`config.mk`:
```
export PLATFORM = sky130hd
export DESIGN_NAME = cssq_top
export DESIGN_NICKNAME = d
export VERILOG_FILES = /design/src/include/cssq_pkg.sv /design/src/rtl/cssq_data_init.sv /design/src/rtl/cssq_top.sv
export SDC_FILE = /design/constraint.sdc
export NUM_CORES = 1
export LEC_CHECK = 0
export BUFFER_PORTS_ARGS = -buffer_cell sky130_fd_sc_hd__buf_2
export CAP_MARGIN = 20
export CORE_MARGIN = 1
export CORE_UTILIZATION = 38
export CTS_CLUSTER_DIAMETER = 120
export CTS_CLUSTER_SIZE = 40
export DETAILED_ROUTE_END_ITERATION = 7
export SYNTH_ARGS = -nofsm -noshare
export SYNTH_HDL_FRONTEND = slang
export SYNTH_HIERARCHICAL = 1
export SYNTH_SLANG_ARGS = --single-unit
```
`constraint.sdc`:
```
create_clock -name clock_i -period 2.2 [get_ports clock_i]
set_clock_uncertainty 0.2 [all_clocks]
set_input_delay 0 -clock clock_i [delete_from_list [all_inputs] [get_ports clock_i]]
set_output_delay 0 -clock clock_i [all_outputs]
set_load 0.1 [all_outputs]
```
`src/include/cssq_pkg.sv`:
```
package cssq_pkg;
   // Register bus geometry
   localparam int ADDR_W = 4;
   localparam int DATA_W = 16;
   // Register offsets
   localparam logic [3:0] REG_CTRL = 4'h0;
   localparam logic [3:0] REG_CMD = 4'h1;
   localparam logic [3:0] REG_STATUS = 4'h2;
   localparam logic [3:0] REG_CSWORD = 4'h3;
   localparam logic [3:0] REG_BACKUP = 4'h4;
   localparam logic [3:0] REG_FLAGS = 4'h5;
   // CTRL fields
   localparam int CTRL_AUTO_RUN = 0;
   localparam int CTRL_INIT_MW = 1;
   localparam int CTRL_RS_EN = 2;
   localparam logic [2:0] CTRL_RESET = 3'h2;
   // CMD fields (write only, self clearing)
   localparam int CMD_RUN = 0;
   localparam int CMD_STOP = 1;
   localparam int CMD_INIT = 2;
   localparam int CMD_COLD = 3;
   // STATUS fields
   localparam int ST_RUN = 0;
   localparam int ST_BUSY = 1;
   localparam int ST_CSF = 2;
   localparam int ST_FRC = 3;
   localparam int ST_ERR = 4;
   localparam int ST_RECENT_PD = 5;
   localparam int ST_OUT_LSB = 6;
   localparam int ST_TASKS = 8;
   // FLAGS fields
   localparam int FLAG_CSF = 0;
   // Backup status word: valid flash backup bit
   localparam int BKP_VALID = 0;
   // Timing
   localparam longint CLK_HZ = 20000000;
   localparam longint RECENT_PD_MS = 500;
   localparam longint RECENT_PD_CYC = RECENT_PD_MS * CLK_HZ / 1000;
   localparam logic [DATA_W-1:0] CSWORD_ALL = 16'hffff;
   localparam logic [DATA_W-1:0] CSWORD_NONE = 16'h0000;
   // Start causes
   typedef enum logic [2:0] {
      CSSQ_C_NONE, CSSQ_C_DOWNLOAD, CSSQ_C_POWER, CSSQ_C_ERRRST,
      CSSQ_C_RESET, CSSQ_C_DIFFERS, CSSQ_C_SIM
   } cssq_cause_t;
   // Output behaviour
   typedef enum logic [1:0] {
      CSSQ_O_TASK, CSSQ_O_FALLBACK, CSSQ_O_ZERO
   } cssq_out_t;
endpackage

```
`src/rtl/cssq_data_init.sv`:
```
`timescale 1ns/100ps
module cssq_data_init #(
   parameter int WORDS = 256,
   parameter int AW = 8,
   parameter int DW = 16
) (
   // Clock and reset
   input wire logic clock_i,
   input wire logic rst_n_i,
   // Control
   input wire logic start_i,
   input wire logic restore_i,
   input wire logic [AW:0] backup_count_i,
   output logic done_o,
   // Word store
   output logic [AW-1:0] mem_addr_o,
   output logic [DW-1:0] mem_wdata_o,
   output logic mem_we_o,
   input wire logic [DW-1:0] init_value_i,
   input wire logic [DW-1:0] backup_value_i
);
   logic busy_q, busy_d;
   logic restore_q, restore_d;
   logic [AW-1:0] idx_q, idx_d;
   logic [DW-1:0] wdata_q, wdata_d;
   logic we_q, we_d;
   logic [AW-1:0] addr_q, addr_d;
   logic last_w;
   logic beyond_w;

   assign last_w = ({1'b0, idx_q} == (AW+1)'(WORDS - 1));
   assign beyond_w = ({1'b0, idx_q} >= backup_count_i);

   // Restore takes the backup copy, words past the backup read zero
   // One address port: a word is looked up, then written a cycle later
   always_comb begin
      busy_d = busy_q;
      restore_d = restore_q;
      idx_d = idx_q;
      we_d = 1'b0;
      addr_d = addr_q;
      wdata_d = wdata_q;
      if (start_i && !busy_q) begin
         busy_d = 1'b1;
         restore_d = restore_i;
         idx_d = '0;
      end else if (busy_q && !we_q) begin
         we_d = 1'b1;
         addr_d = idx_q;
         if (!restore_q) begin
            wdata_d = init_value_i;
         end else if (beyond_w) begin
            wdata_d = '0;
         end else begin
            wdata_d = backup_value_i;
         end
         idx_d = idx_q + 1'b1;
         if (last_w) begin
            busy_d = 1'b0;
         end
      end
   end

   always_ff @(posedge clock_i) begin
      if (!rst_n_i) begin
         busy_q <= 1'b0;
         restore_q <= 1'b0;
         idx_q <= '0;
         we_q <= 1'b0;
         addr_q <= '0;
         wdata_q <= '0;
      end else begin
         busy_q <= busy_d;
         restore_q <= restore_d;
         idx_q <= idx_d;
         we_q <= we_d;
         addr_q <= addr_d;
         wdata_q <= wdata_d;
      end
   end

   assign mem_addr_o = (we_q) ? addr_q : idx_q;
   assign mem_wdata_o = wdata_q;
   assign mem_we_o = we_q;
   assign done_o = we_q && !busy_q;
endmodule

```
`src/rtl/cssq_top.sv`:
```
`timescale 1ns/100ps
module cssq_top #(
   parameter int WORDS = 256,
   parameter int MW_AW = 8,
   parameter int FALLBACK_CYC = 16,
   parameter longint RECENT_PD_CYC = cssq_pkg::RECENT_PD_CYC
) (
   // Clock and reset
   input wire logic clock_i,
   input wire logic rst_n_i,
   // Register port
   input wire logic [cssq_pkg::ADDR_W-1:0] reg_addr_i,
   input wire logic [cssq_pkg::DATA_W-1:0] reg_wdata_i,
   input wire logic reg_wr_i,
   input wire logic reg_rd_i,
   output logic [cssq_pkg::DATA_W-1:0] reg_rdata_o,
   // Pins
   input wire logic reset_button_i,
   input wire logic power_fail_i,
   input wire logic run_stop_input_i,
   // System events
   input wire logic download_done_i,
   input wire logic app_differs_i,
   input wire logic power_restored_i,
   input wire logic context_lost_i,
   input wire logic init_request_i,
   input wire logic cpu_error_i,
   input wire logic watchdog_halt_i,
   input wire logic master_cycle_end_i,
   input wire logic output_update_i,
   input wire logic [cssq_pkg::DATA_W-1:0] backup_status_word_i,
   input wire logic [MW_AW:0] backup_count_i,
   // Memory words store
   output logic [MW_AW-1:0] mem_addr_o,
   output logic [cssq_pkg::DATA_W-1:0] mem_wdata_o,
   output logic mem_we_o,
   input wire logic [cssq_pkg::DATA_W-1:0] init_value_i,
   input wire logic [cssq_pkg::DATA_W-1:0] backup_value_i,
   // Task control and flags
   output logic run_o,
   output logic master_task_en_o,
   output logic fast_task_en_o,
   output logic auxiliary_task_en_o,
   output logic event_task_en_o,
   output logic cold_start_flag_o,
   output logic first_run_cycle_flag_o,
   output logic [cssq_pkg::DATA_W-1:0] cold_start_status_word_o,
   // Initialization strobes
   output logic init_bits_io_o,
   output logic reset_fb_o,
   output logic reset_dfb_o,
   output logic reset_system_o,
   output logic reset_charts_o,
   output logic cancel_forcing_o,
   output logic clear_queues_o,
   output logic send_config_o,
   // Output behaviour
   output logic [1:0] output_mode_o
);
   typedef enum logic [2:0] {
      CSSQ_IDLE, CSSQ_SELECT, CSSQ_INIT, CSSQ_FIRST, CSSQ_NORMAL, CSSQ_DOWN
   } cssq_state_t;

   localparam int PDW = $clog2(RECENT_PD_CYC + 1);
   localparam int FBW = $clog2(FALLBACK_CYC + 1);

   // Pin synchronisers
   logic [1:0] btn_s_q, pf_s_q, rs_s_q;
   logic btn_q, pf_q, rs_q;
   logic btn_rise_w, pf_rise_w, rs_rise_w;

   always_ff @(posedge clock_i) begin
      if (!rst_n_i) begin
         btn_s_q <= 2'h0;
         pf_s_q <= 2'h0;
         rs_s_q <= 2'h0;
         btn_q <= 1'b0;
         pf_q <= 1'b0;
         rs_q <= 1'b0;
      end else begin
         btn_s_q <= {btn_s_q[0], reset_button_i};
         pf_s_q <= {pf_s_q[0], power_fail_i};
         rs_s_q <= {rs_s_q[0], run_stop_input_i};
         btn_q <= btn_s_q[1];
         pf_q <= pf_s_q[1];
         rs_q <= rs_s_q[1];
      end
   end

   assign btn_rise_w = btn_s_q[1] && !btn_q;
   assign pf_rise_w = pf_s_q[1] && !pf_q;
   assign rs_rise_w = rs_s_q[1] && !rs_q;

   // Register decode
   logic [2:0] ctrl_q, ctrl_d;
   logic wr_ctrl_w, wr_cmd_w, wr_flags_w;
   logic auto_run_w, init_mw_w, rs_en_w;
   logic cmd_run_w, cmd_stop_w, cmd_init_w, cmd_cold_w, flag_clr_w;

   assign wr_ctrl_w = reg_wr_i && (reg_addr_i == cssq_pkg::REG_CTRL);
   assign wr_cmd_w = reg_wr_i && (reg_addr_i == cssq_pkg::REG_CMD);
   assign wr_flags_w = reg_wr_i && (reg_addr_i == cssq_pkg::REG_FLAGS);
   assign auto_run_w = ctrl_q[cssq_pkg::CTRL_AUTO_RUN];
   assign init_mw_w = ctrl_q[cssq_pkg::CTRL_INIT_MW];
   assign rs_en_w = ctrl_q[cssq_pkg::CTRL_RS_EN];
   assign cmd_run_w = wr_cmd_w && reg_wdata_i[cssq_pkg::CMD_RUN];
   assign cmd_stop_w = wr_cmd_w && reg_wdata_i[cssq_pkg::CMD_STOP];
   assign cmd_init_w = wr_cmd_w && reg_wdata_i[cssq_pkg::CMD_INIT];
   assign cmd_cold_w = wr_cmd_w && reg_wdata_i[cssq_pkg::CMD_COLD];
   // Writing zero to the flag while it is set asks for a simulated start
   assign flag_clr_w = wr_flags_w && !reg_wdata_i[cssq_pkg::FLAG_CSF];
   assign ctrl_d = wr_ctrl_w ? reg_wdata_i[2:0] : ctrl_q;

   // Sequencer state
   cssq_state_t state_q, state_d;
   cssq_pkg::cssq_cause_t cause_q, cause_d, new_cause_w;
   logic run_q, run_d;
   logic err_q, err_d;
   logic csf_q, csf_d;
   logic frc_q, frc_d;
   logic [cssq_pkg::DATA_W-1:0] csw_q, csw_d;
   logic [PDW-1:0] pd_cnt_q, pd_cnt_d;
   logic [FBW-1:0] fb_cnt_q, fb_cnt_d;
   cssq_pkg::cssq_out_t out_q, out_d;
   logic init_go_q, init_go_d;
   logic init_done_w;
   logic restore_w;
   logic recent_pd_w;
   logic stop_w, start_w;
   logic sel_run_w;
   logic accept_w;

   assign recent_pd_w = (pd_cnt_q != '0);
   assign accept_w = (state_q == CSSQ_IDLE) || (state_q == CSSQ_NORMAL);

   // Cause arbitration; a press soon after an outage is still a cold start
   always_comb begin
      new_cause_w = cssq_pkg::CSSQ_C_NONE;
      if (download_done_i) begin
         new_cause_w = cssq_pkg::CSSQ_C_DOWNLOAD;
      end else if (btn_rise_w && err_q) begin
         new_cause_w = cssq_pkg::CSSQ_C_ERRRST;
      end else if (btn_rise_w) begin
         new_cause_w = cssq_pkg::CSSQ_C_RESET;
      end else if (app_differs_i) begin
         new_cause_w = cssq_pkg::CSSQ_C_DIFFERS;
      end else if (init_request_i || cmd_init_w || cmd_cold_w ||
                   (flag_clr_w && csf_q)) begin
         new_cause_w = cssq_pkg::CSSQ_C_SIM;
      end
   end

   // Stop wins over run, wherever it comes from
   assign stop_w = cmd_stop_w || (rs_en_w && !rs_q);
   assign start_w = cmd_run_w || (rs_en_w && rs_rise_w);

   // Resulting state of a cold start
   always_comb begin
      case (cause_q)
         cssq_pkg::CSSQ_C_DOWNLOAD: sel_run_w = 1'b0;
         cssq_pkg::CSSQ_C_ERRRST: sel_run_w = 1'b0;
         cssq_pkg::CSSQ_C_SIM: sel_run_w = run_q;
         default: sel_run_w = auto_run_w || (rs_en_w && rs_q);
      endcase
   end

   // A reset press never restores the retained words
   assign restore_w = !init_mw_w &&
                      backup_status_word_i[cssq_pkg::BKP_VALID] &&
                      (cause_q != cssq_pkg::CSSQ_C_RESET) &&
                      (cause_q != cssq_pkg::CSSQ_C_ERRRST);

   always_comb begin
      state_d = state_q;
      cause_d = cause_q;
      run_d = run_q;
      csf_d = csf_q;
      frc_d = frc_q;
      csw_d = csw_q;
      init_go_d = 1'b0;
      err_d = err_q;
      case (state_q)
         CSSQ_IDLE, CSSQ_NORMAL: begin
            if (stop_w) begin
               run_d = 1'b0;
            end else if (start_w) begin
               run_d = 1'b1;
            end
            if (new_cause_w != cssq_pkg::CSSQ_C_NONE) begin
               cause_d = new_cause_w;
               state_d = CSSQ_SELECT;
            end
         end
         CSSQ_SELECT: begin
            run_d = sel_run_w && !stop_w;
            init_go_d = 1'b1;
            state_d = CSSQ_INIT;
         end
         CSSQ_INIT: begin
            if (stop_w) begin
               run_d = 1'b0;
            end
            if (init_done_w) begin
               csw_d = cssq_pkg::CSWORD_NONE;
               state_d = CSSQ_FIRST;
            end
         end
         CSSQ_FIRST: begin
            if (stop_w) begin
               run_d = 1'b0;
            end else if (start_w) begin
               run_d = 1'b1;
            end
            // In STOP the flags only rise once a later start arrives
            csf_d = run_q;
            frc_d = run_q;
            if (run_q && master_cycle_end_i) begin
               csf_d = 1'b0;
               frc_d = 1'b0;
               csw_d = cssq_pkg::CSWORD_ALL;
               state_d = CSSQ_NORMAL;
            end
         end
         CSSQ_DOWN: begin
            if (power_restored_i && context_lost_i) begin
               cause_d = cssq_pkg::CSSQ_C_POWER;
               state_d = CSSQ_SELECT;
            end else if (power_restored_i) begin
               state_d = CSSQ_IDLE;
            end
         end
         default: state_d = CSSQ_IDLE;
      endcase
      if (state_q == CSSQ_SELECT) begin
         err_d = 1'b0;
      end
      if (cpu_error_i && !watchdog_halt_i) begin
         err_d = 1'b1;
      end else if (watchdog_halt_i) begin
         err_d = 1'b0;
      end
      if (pf_rise_w) begin
         state_d = CSSQ_DOWN;
         run_d = 1'b0;
      end
   end

   // Recent outage window and output behaviour
   always_comb begin
      pd_cnt_d = pd_cnt_q;
      fb_cnt_d = fb_cnt_q;
      out_d = out_q;
      if (pf_rise_w) begin
         pd_cnt_d = PDW'(RECENT_PD_CYC);
      end else if (recent_pd_w) begin
         pd_cnt_d = pd_cnt_q - 1'b1;
      end
      if (pf_rise_w) begin
         out_d = cssq_pkg::CSSQ_O_FALLBACK;
         fb_cnt_d = FBW'(FALLBACK_CYC);
      end else if (out_q == cssq_pkg::CSSQ_O_FALLBACK) begin
         if (fb_cnt_q != '0) begin
            fb_cnt_d = fb_cnt_q - 1'b1;
         end else begin
            out_d = cssq_pkg::CSSQ_O_ZERO;
         end
      end else if ((out_q == cssq_pkg::CSSQ_O_ZERO) &&
                   (state_q != CSSQ_DOWN) && output_update_i) begin
         out_d = cssq_pkg::CSSQ_O_TASK;
      end
   end

   always_ff @(posedge clock_i) begin
      if (!rst_n_i) begin
         ctrl_q <= cssq_pkg::CTRL_RESET;
         state_q <= CSSQ_IDLE;
         cause_q <= cssq_pkg::CSSQ_C_NONE;
         run_q <= 1'b0;
         err_q <= 1'b0;
         csf_q <= 1'b0;
         frc_q <= 1'b0;
         csw_q <= cssq_pkg::CSWORD_NONE;
         pd_cnt_q <= '0;
         fb_cnt_q <= '0;
         out_q <= cssq_pkg::CSSQ_O_ZERO;
         init_go_q <= 1'b0;
      end else begin
         ctrl_q <= ctrl_d;
         state_q <= state_d;
         cause_q <= cause_d;
         run_q <= run_d;
         err_q <= err_d;
         csf_q <= csf_d;
         frc_q <= frc_d;
         csw_q <= csw_d;
         pd_cnt_q <= pd_cnt_d;
         fb_cnt_q <= fb_cnt_d;
         out_q <= out_d;
         init_go_q <= init_go_d;
      end
   end

   // Word initializer; every cold start walks the whole word store
   cssq_data_init #(
      .WORDS(WORDS),
      .AW(MW_AW),
      .DW(cssq_pkg::DATA_W)
   ) u_init (
      .clock_i(clock_i),
      .rst_n_i(rst_n_i),
      .start_i(init_go_q),
      .restore_i(restore_w),
      .backup_count_i(backup_count_i),
      .done_o(init_done_w),
      .mem_addr_o(mem_addr_o),
      .mem_wdata_o(mem_wdata_o),
      .mem_we_o(mem_we_o),
      .init_value_i(init_value_i),
      .backup_value_i(backup_value_i)
   );

   // Side strobes fire together with the start of the word walk
   assign init_bits_io_o = init_go_q;
   assign reset_fb_o = init_go_q;
   assign reset_dfb_o = init_go_q;
   assign reset_system_o = init_go_q;
   assign reset_charts_o = init_go_q;
   assign cancel_forcing_o = init_go_q;
   assign clear_queues_o = init_go_q;
   assign send_config_o = init_go_q;

   // Tasks
   assign run_o = run_q;
   assign master_task_en_o = run_q &&
      ((state_q == CSSQ_FIRST) || (state_q == CSSQ_NORMAL) ||
       (state_q == CSSQ_IDLE)) || (state_q == CSSQ_INIT);
   assign fast_task_en_o = run_q && (state_q == CSSQ_NORMAL);
   assign auxiliary_task_en_o = run_q && (state_q == CSSQ_NORMAL);
   assign event_task_en_o = run_q && (state_q == CSSQ_NORMAL);
   assign cold_start_flag_o = csf_q;
   assign first_run_cycle_flag_o = frc_q;
   assign cold_start_status_word_o = csw_q;
   assign output_mode_o = out_q;

   // Read port, one cycle latency; unmapped reads give zero
   logic [cssq_pkg::DATA_W-1:0] rdata_q, rmux_w, status_w;

   assign status_w = {
      7'h00,
      (state_q == CSSQ_NORMAL),
      out_q,
      recent_pd_w,
      err_q,
      frc_q,
      csf_q,
      !accept_w,
      run_q
   };

   always_comb begin
      case (reg_addr_i)
         cssq_pkg::REG_CTRL: rmux_w = {13'h0000, ctrl_q};
         cssq_pkg::REG_STATUS: rmux_w = status_w;
         cssq_pkg::REG_CSWORD: rmux_w = csw_q;
         cssq_pkg::REG_BACKUP: rmux_w = backup_status_word_i;
         cssq_pkg::REG_FLAGS: rmux_w = {15'h0000, csf_q};
         default: rmux_w = '0;
      endcase
   end

   always_ff @(posedge clock_i) begin
      if (!rst_n_i) begin
         rdata_q <= '0;
      end else begin
         rdata_q <= reg_rd_i ? rmux_w : '0;
      end
   end

   assign reg_rdata_o = rdata_q;
endmodule

```
==> impl_metrics.toml <==
[power_and_ir_drop]
sequentialPowerShare_pct = 34.3
switching_share_pct = 37.6
pwr-share-clk_pct = 25.1
peakVddDrop_mv = 0.875
combPwrFrac_pct = 40.6
switchingPower_uw = 2660
p_per_area_nw_per_um2 = 938
leakage_uw = 0.00326
p_int_uw = 4410
power_uw = 7070

[clocking]
path_clk_slew_ns = 0.07
clock-sinks = 105
cts_made_buffers = 9
insertion_delay_ns = 0.35
ctsLongestPathBuffers = 2
cts-root-buf = "clkbuf_16"
cts_tree = "built"
htreeDepth = 3

[cells_and_area]
diodes = 0
instances_no_fill = 1028
drive_gt1_share_pct = 28.5
nets = 952
syn_to_final_growth_pct = 42.6

[timing]
hold_viol_final = 0
slew_violations = 0
max_clock_freq_mhz = 468
period_share_pct = 97.1
setup_viol = 0
rsz0062_at_grt = "true"
relSlewSlack_pct = 44.7
fin_crit_ns = 2.14
whs_ns = 0.0221
worstMarginPinSlew_ns = 0.830

[floorplanning]
fp-row-count = 42
fp.dieW_um = 120
die-height_um = 120
initial_core_util_pct = 39.4
core-area_um2 = 13400
dieArea_um2 = 14400
boundaryPins = 167

[logic_synthesis]
synth-edff-count = 0
synthesis.area_um2 = 5290
yosys.area.top_type_share_pct = 39.8
yosys.area.top_type = "dfxtp_1"
ys_ff_latch = 105
synth_nets = 721
synthCells = 616
yosys-top-cells-area = "dfxtp_1 (40%), a21oi_1 (5.0%), nand2_1 (4.1%)"
yosysSeqAreaShare_pct = 39.8
syn_area_per_cell_um2 = 8.58
synth.distinct_cells = 68
synthArstFlopShare_pct = 0
synth-main-ff-cell = "dfxtp_1"
yosysWarnings = 6

[critical_path]
start_kind = "flip-flop"
r2r-start = "pd_cnt_q[1]"
arrival_ns = 2.21
ff2ff_setup_slack_ns = 0.06
rr_endpoint = "pd_cnt_q[15]"
critical_path_class = "flip-flop to flip-flop"
reg2reg_depth = 8
required_ns = 2.27
cp_max_fo = 7
endpoint_kind = "flip-flop"

[hold_path]
hold_start = "reg_addr_i[0]"
hp-class = "primary input to flip-flop"
min_to = "reg_rdata_o[5]"
holdPathStages = 5

[global_route]
grt_use_total_pct = 21.6
grt_pass1_vias = 5322
antenna_found_initial = 0
grt_max_degree = 36
grt_pass1_wl_um = 25100
met2_usage_pct = 37.4
grtUsageMet3_pct = 3.23
top_usage_layer = "met2"
use_met1_pct = 26.0
grt_remaining_overflow = 0

[run]
drv_cap = 0

[routing]
vias = 5445
drtPass1Iterations = 5
post_drt_wl_per_cell_um = 14.9
viasPerCell = 5.30
drc = 0
routed_wl_um = 15300
drtIter0Drc = 311
ant_nets = 0

[place]
post-place-cells = 919
hpwl_um = 10200
port_buffers = 154
place_congestion = 0.844

[status]
status = "finished clean"
[flip-flops by register name (all words and copies together) (netlist names), 2 cells and up]
register / flops
output_mode_o: 2
fb_cnt_q: 5
u_init/addr_q: 8
pf_s_q: 2
ctrl_q: 3
pd_cnt_q: 24
reg_rdata_o: 16
state_q: 3
u_init/mem_wdata_o: 16
rs_s_q: 2
cause_q: 3
u_init/idx_q: 8
btn_s_q: 2
[area by class of cell]
cell class | instances | area, um^2
Clock inverter | 4 | 75.1
Fill cell | 1209 | 5860
Tap cell | 176 | 220
Timing Repair Buffer | 279 | 1980
Clock buffer | 12 | 256
Multi-Input combinational cell | 433 | 2820
Sequential cell | 105 | 2110
Inverter | 19 | 71.3
[kinds of logic (layout without fill, tap and decap cells)]
| kind of cell | after synthesis | in the layout | synth area share (%) |
|---|---|---|---|
| and+or+nand+nor | 222 | 222 | 22.9 |
| adders and majority gates | 12 | 12 | 2.84 |
| DFF | 105 | 105 | 39.8 |
| xor gates and xnor gates | 16 | 16 | 2.65 |
| AOI/OAI and AO/OA | 171 | 171 | 21.4 |
| muxes | 12 | 12 | 2.49 |
| buffers and inverters | 78 | 314 | 7.91 |
[power groups by stage]
stage               Clock (uW)  Sequential [uW]  Combinational, uW
finish                    1770             2420               2870
global route              1870             2470               3150
CTS                       1820             2400               2780
detailed placement           0             2440               2640
global placement             0             2430               2600
floorplan                    0             2680               1650
[through the flow]
stage | instance area, um^2 | utilization [%] | TNS, ns | setup WS, ns
CTS | 7460 | 55.7 | 0 | 0.0102
detailed placement | 6210 | 46.4 | -0.0388 | -0.0388
global route | 7540 | 56.2 | -0.00423 | -0.00400
floorplan | 5300 | - | -0.0220 | -0.0220
global placement | 6210 | 46.4 | 0 | 0.104
finish | 7540 | 56.2 | 0 | 0.0640
[synth_stat cells, types with 12 or more instances]
cell	n
dfxtp_1	105
nand2_1	58
a21oi_1	53
nor2_1	38
o21ai_0	29
buf_4	26
clkbuf_1	25
nand2b_1	23
a31oi_1	22
inv_1	19
o2111ai_1	16
nand3_1	15
ha_1	12
or3_1	12
[metal layers]
layer / wire length (um) / up-vias
met5: 0 / -
met4: 464 / 0
met3: 499 / 38
met2: 7670 / 156
met1: 6670 / 2586
li1: - / 2665
[worst max-delay path by stage]
| stage | startpoint | endpoint | slack, ns | cells after the start |
|---|---|---|---|---|
| floorplan | u_init/mem_we_o | state_q[0] | -0.02 | 6 |
| global placement | pd_cnt_q[0] | pd_cnt_q[15] | 0.10 | 8 |
| detailed placement | pd_cnt_q[0] | pd_cnt_q[15] | -0.04 | 8 |
| CTS | pd_cnt_q[0] | pd_cnt_q[15] | 0.01 | 8 |
| global route | pd_cnt_q[1] | pd_cnt_q[15] | -0.004 | 8 |
| finish | pd_cnt_q[1] | pd_cnt_q[15] | 0.06 | 8 |
[repair_timing]
action / 4_1_cts / 5_1_grt
hold endpoints to repair: 51 / 0
setup endpoints to repair: 1 / 33
resized for setup: 0 / 14
buffers inserted: 1 / 1
pin swaps: 2 / 4
hold buffers: 91 / 0
[worst max-delay path, cell delays in order (launching register included)]
cell	delay [ns]
dfxtp_2	0.35
inv_1	0.07
ha_4	0.16
nor3b_4	0.15
nand4_1	0.14
o211ai_2	0.16
buf_6	0.18
or4_4	0.47
a31oi_1	0.19
[cell usage in the layout (no fill, tap or decap), types with 4 or more instances in the layout]
cell and count:
buf_2 153, dfxtp_1 99, dlygate4sd3_1 90, nand2_1 58
a21oi_1 53, nor2_1 38, buf_4 31, o21ai_0 27
nand2b_1 23, a31oi_1 22, inv_1 18, o2111ai_1 16
nand3_1 15, or3_1 12, ha_1 11, xor2_1 10
nand4_1 9, nor3_1 9, and2_1 9, clkbuf_16 9
nor2b_1 8, mux2_2 8, a22oi_1 8, xnor2_1 6
dfxtp_2 6, a211oi_1 5, o31ai_1 5, nor4_1 4
nand4b_1 4
Note: power is estimated with default switching activity, not from simulation.
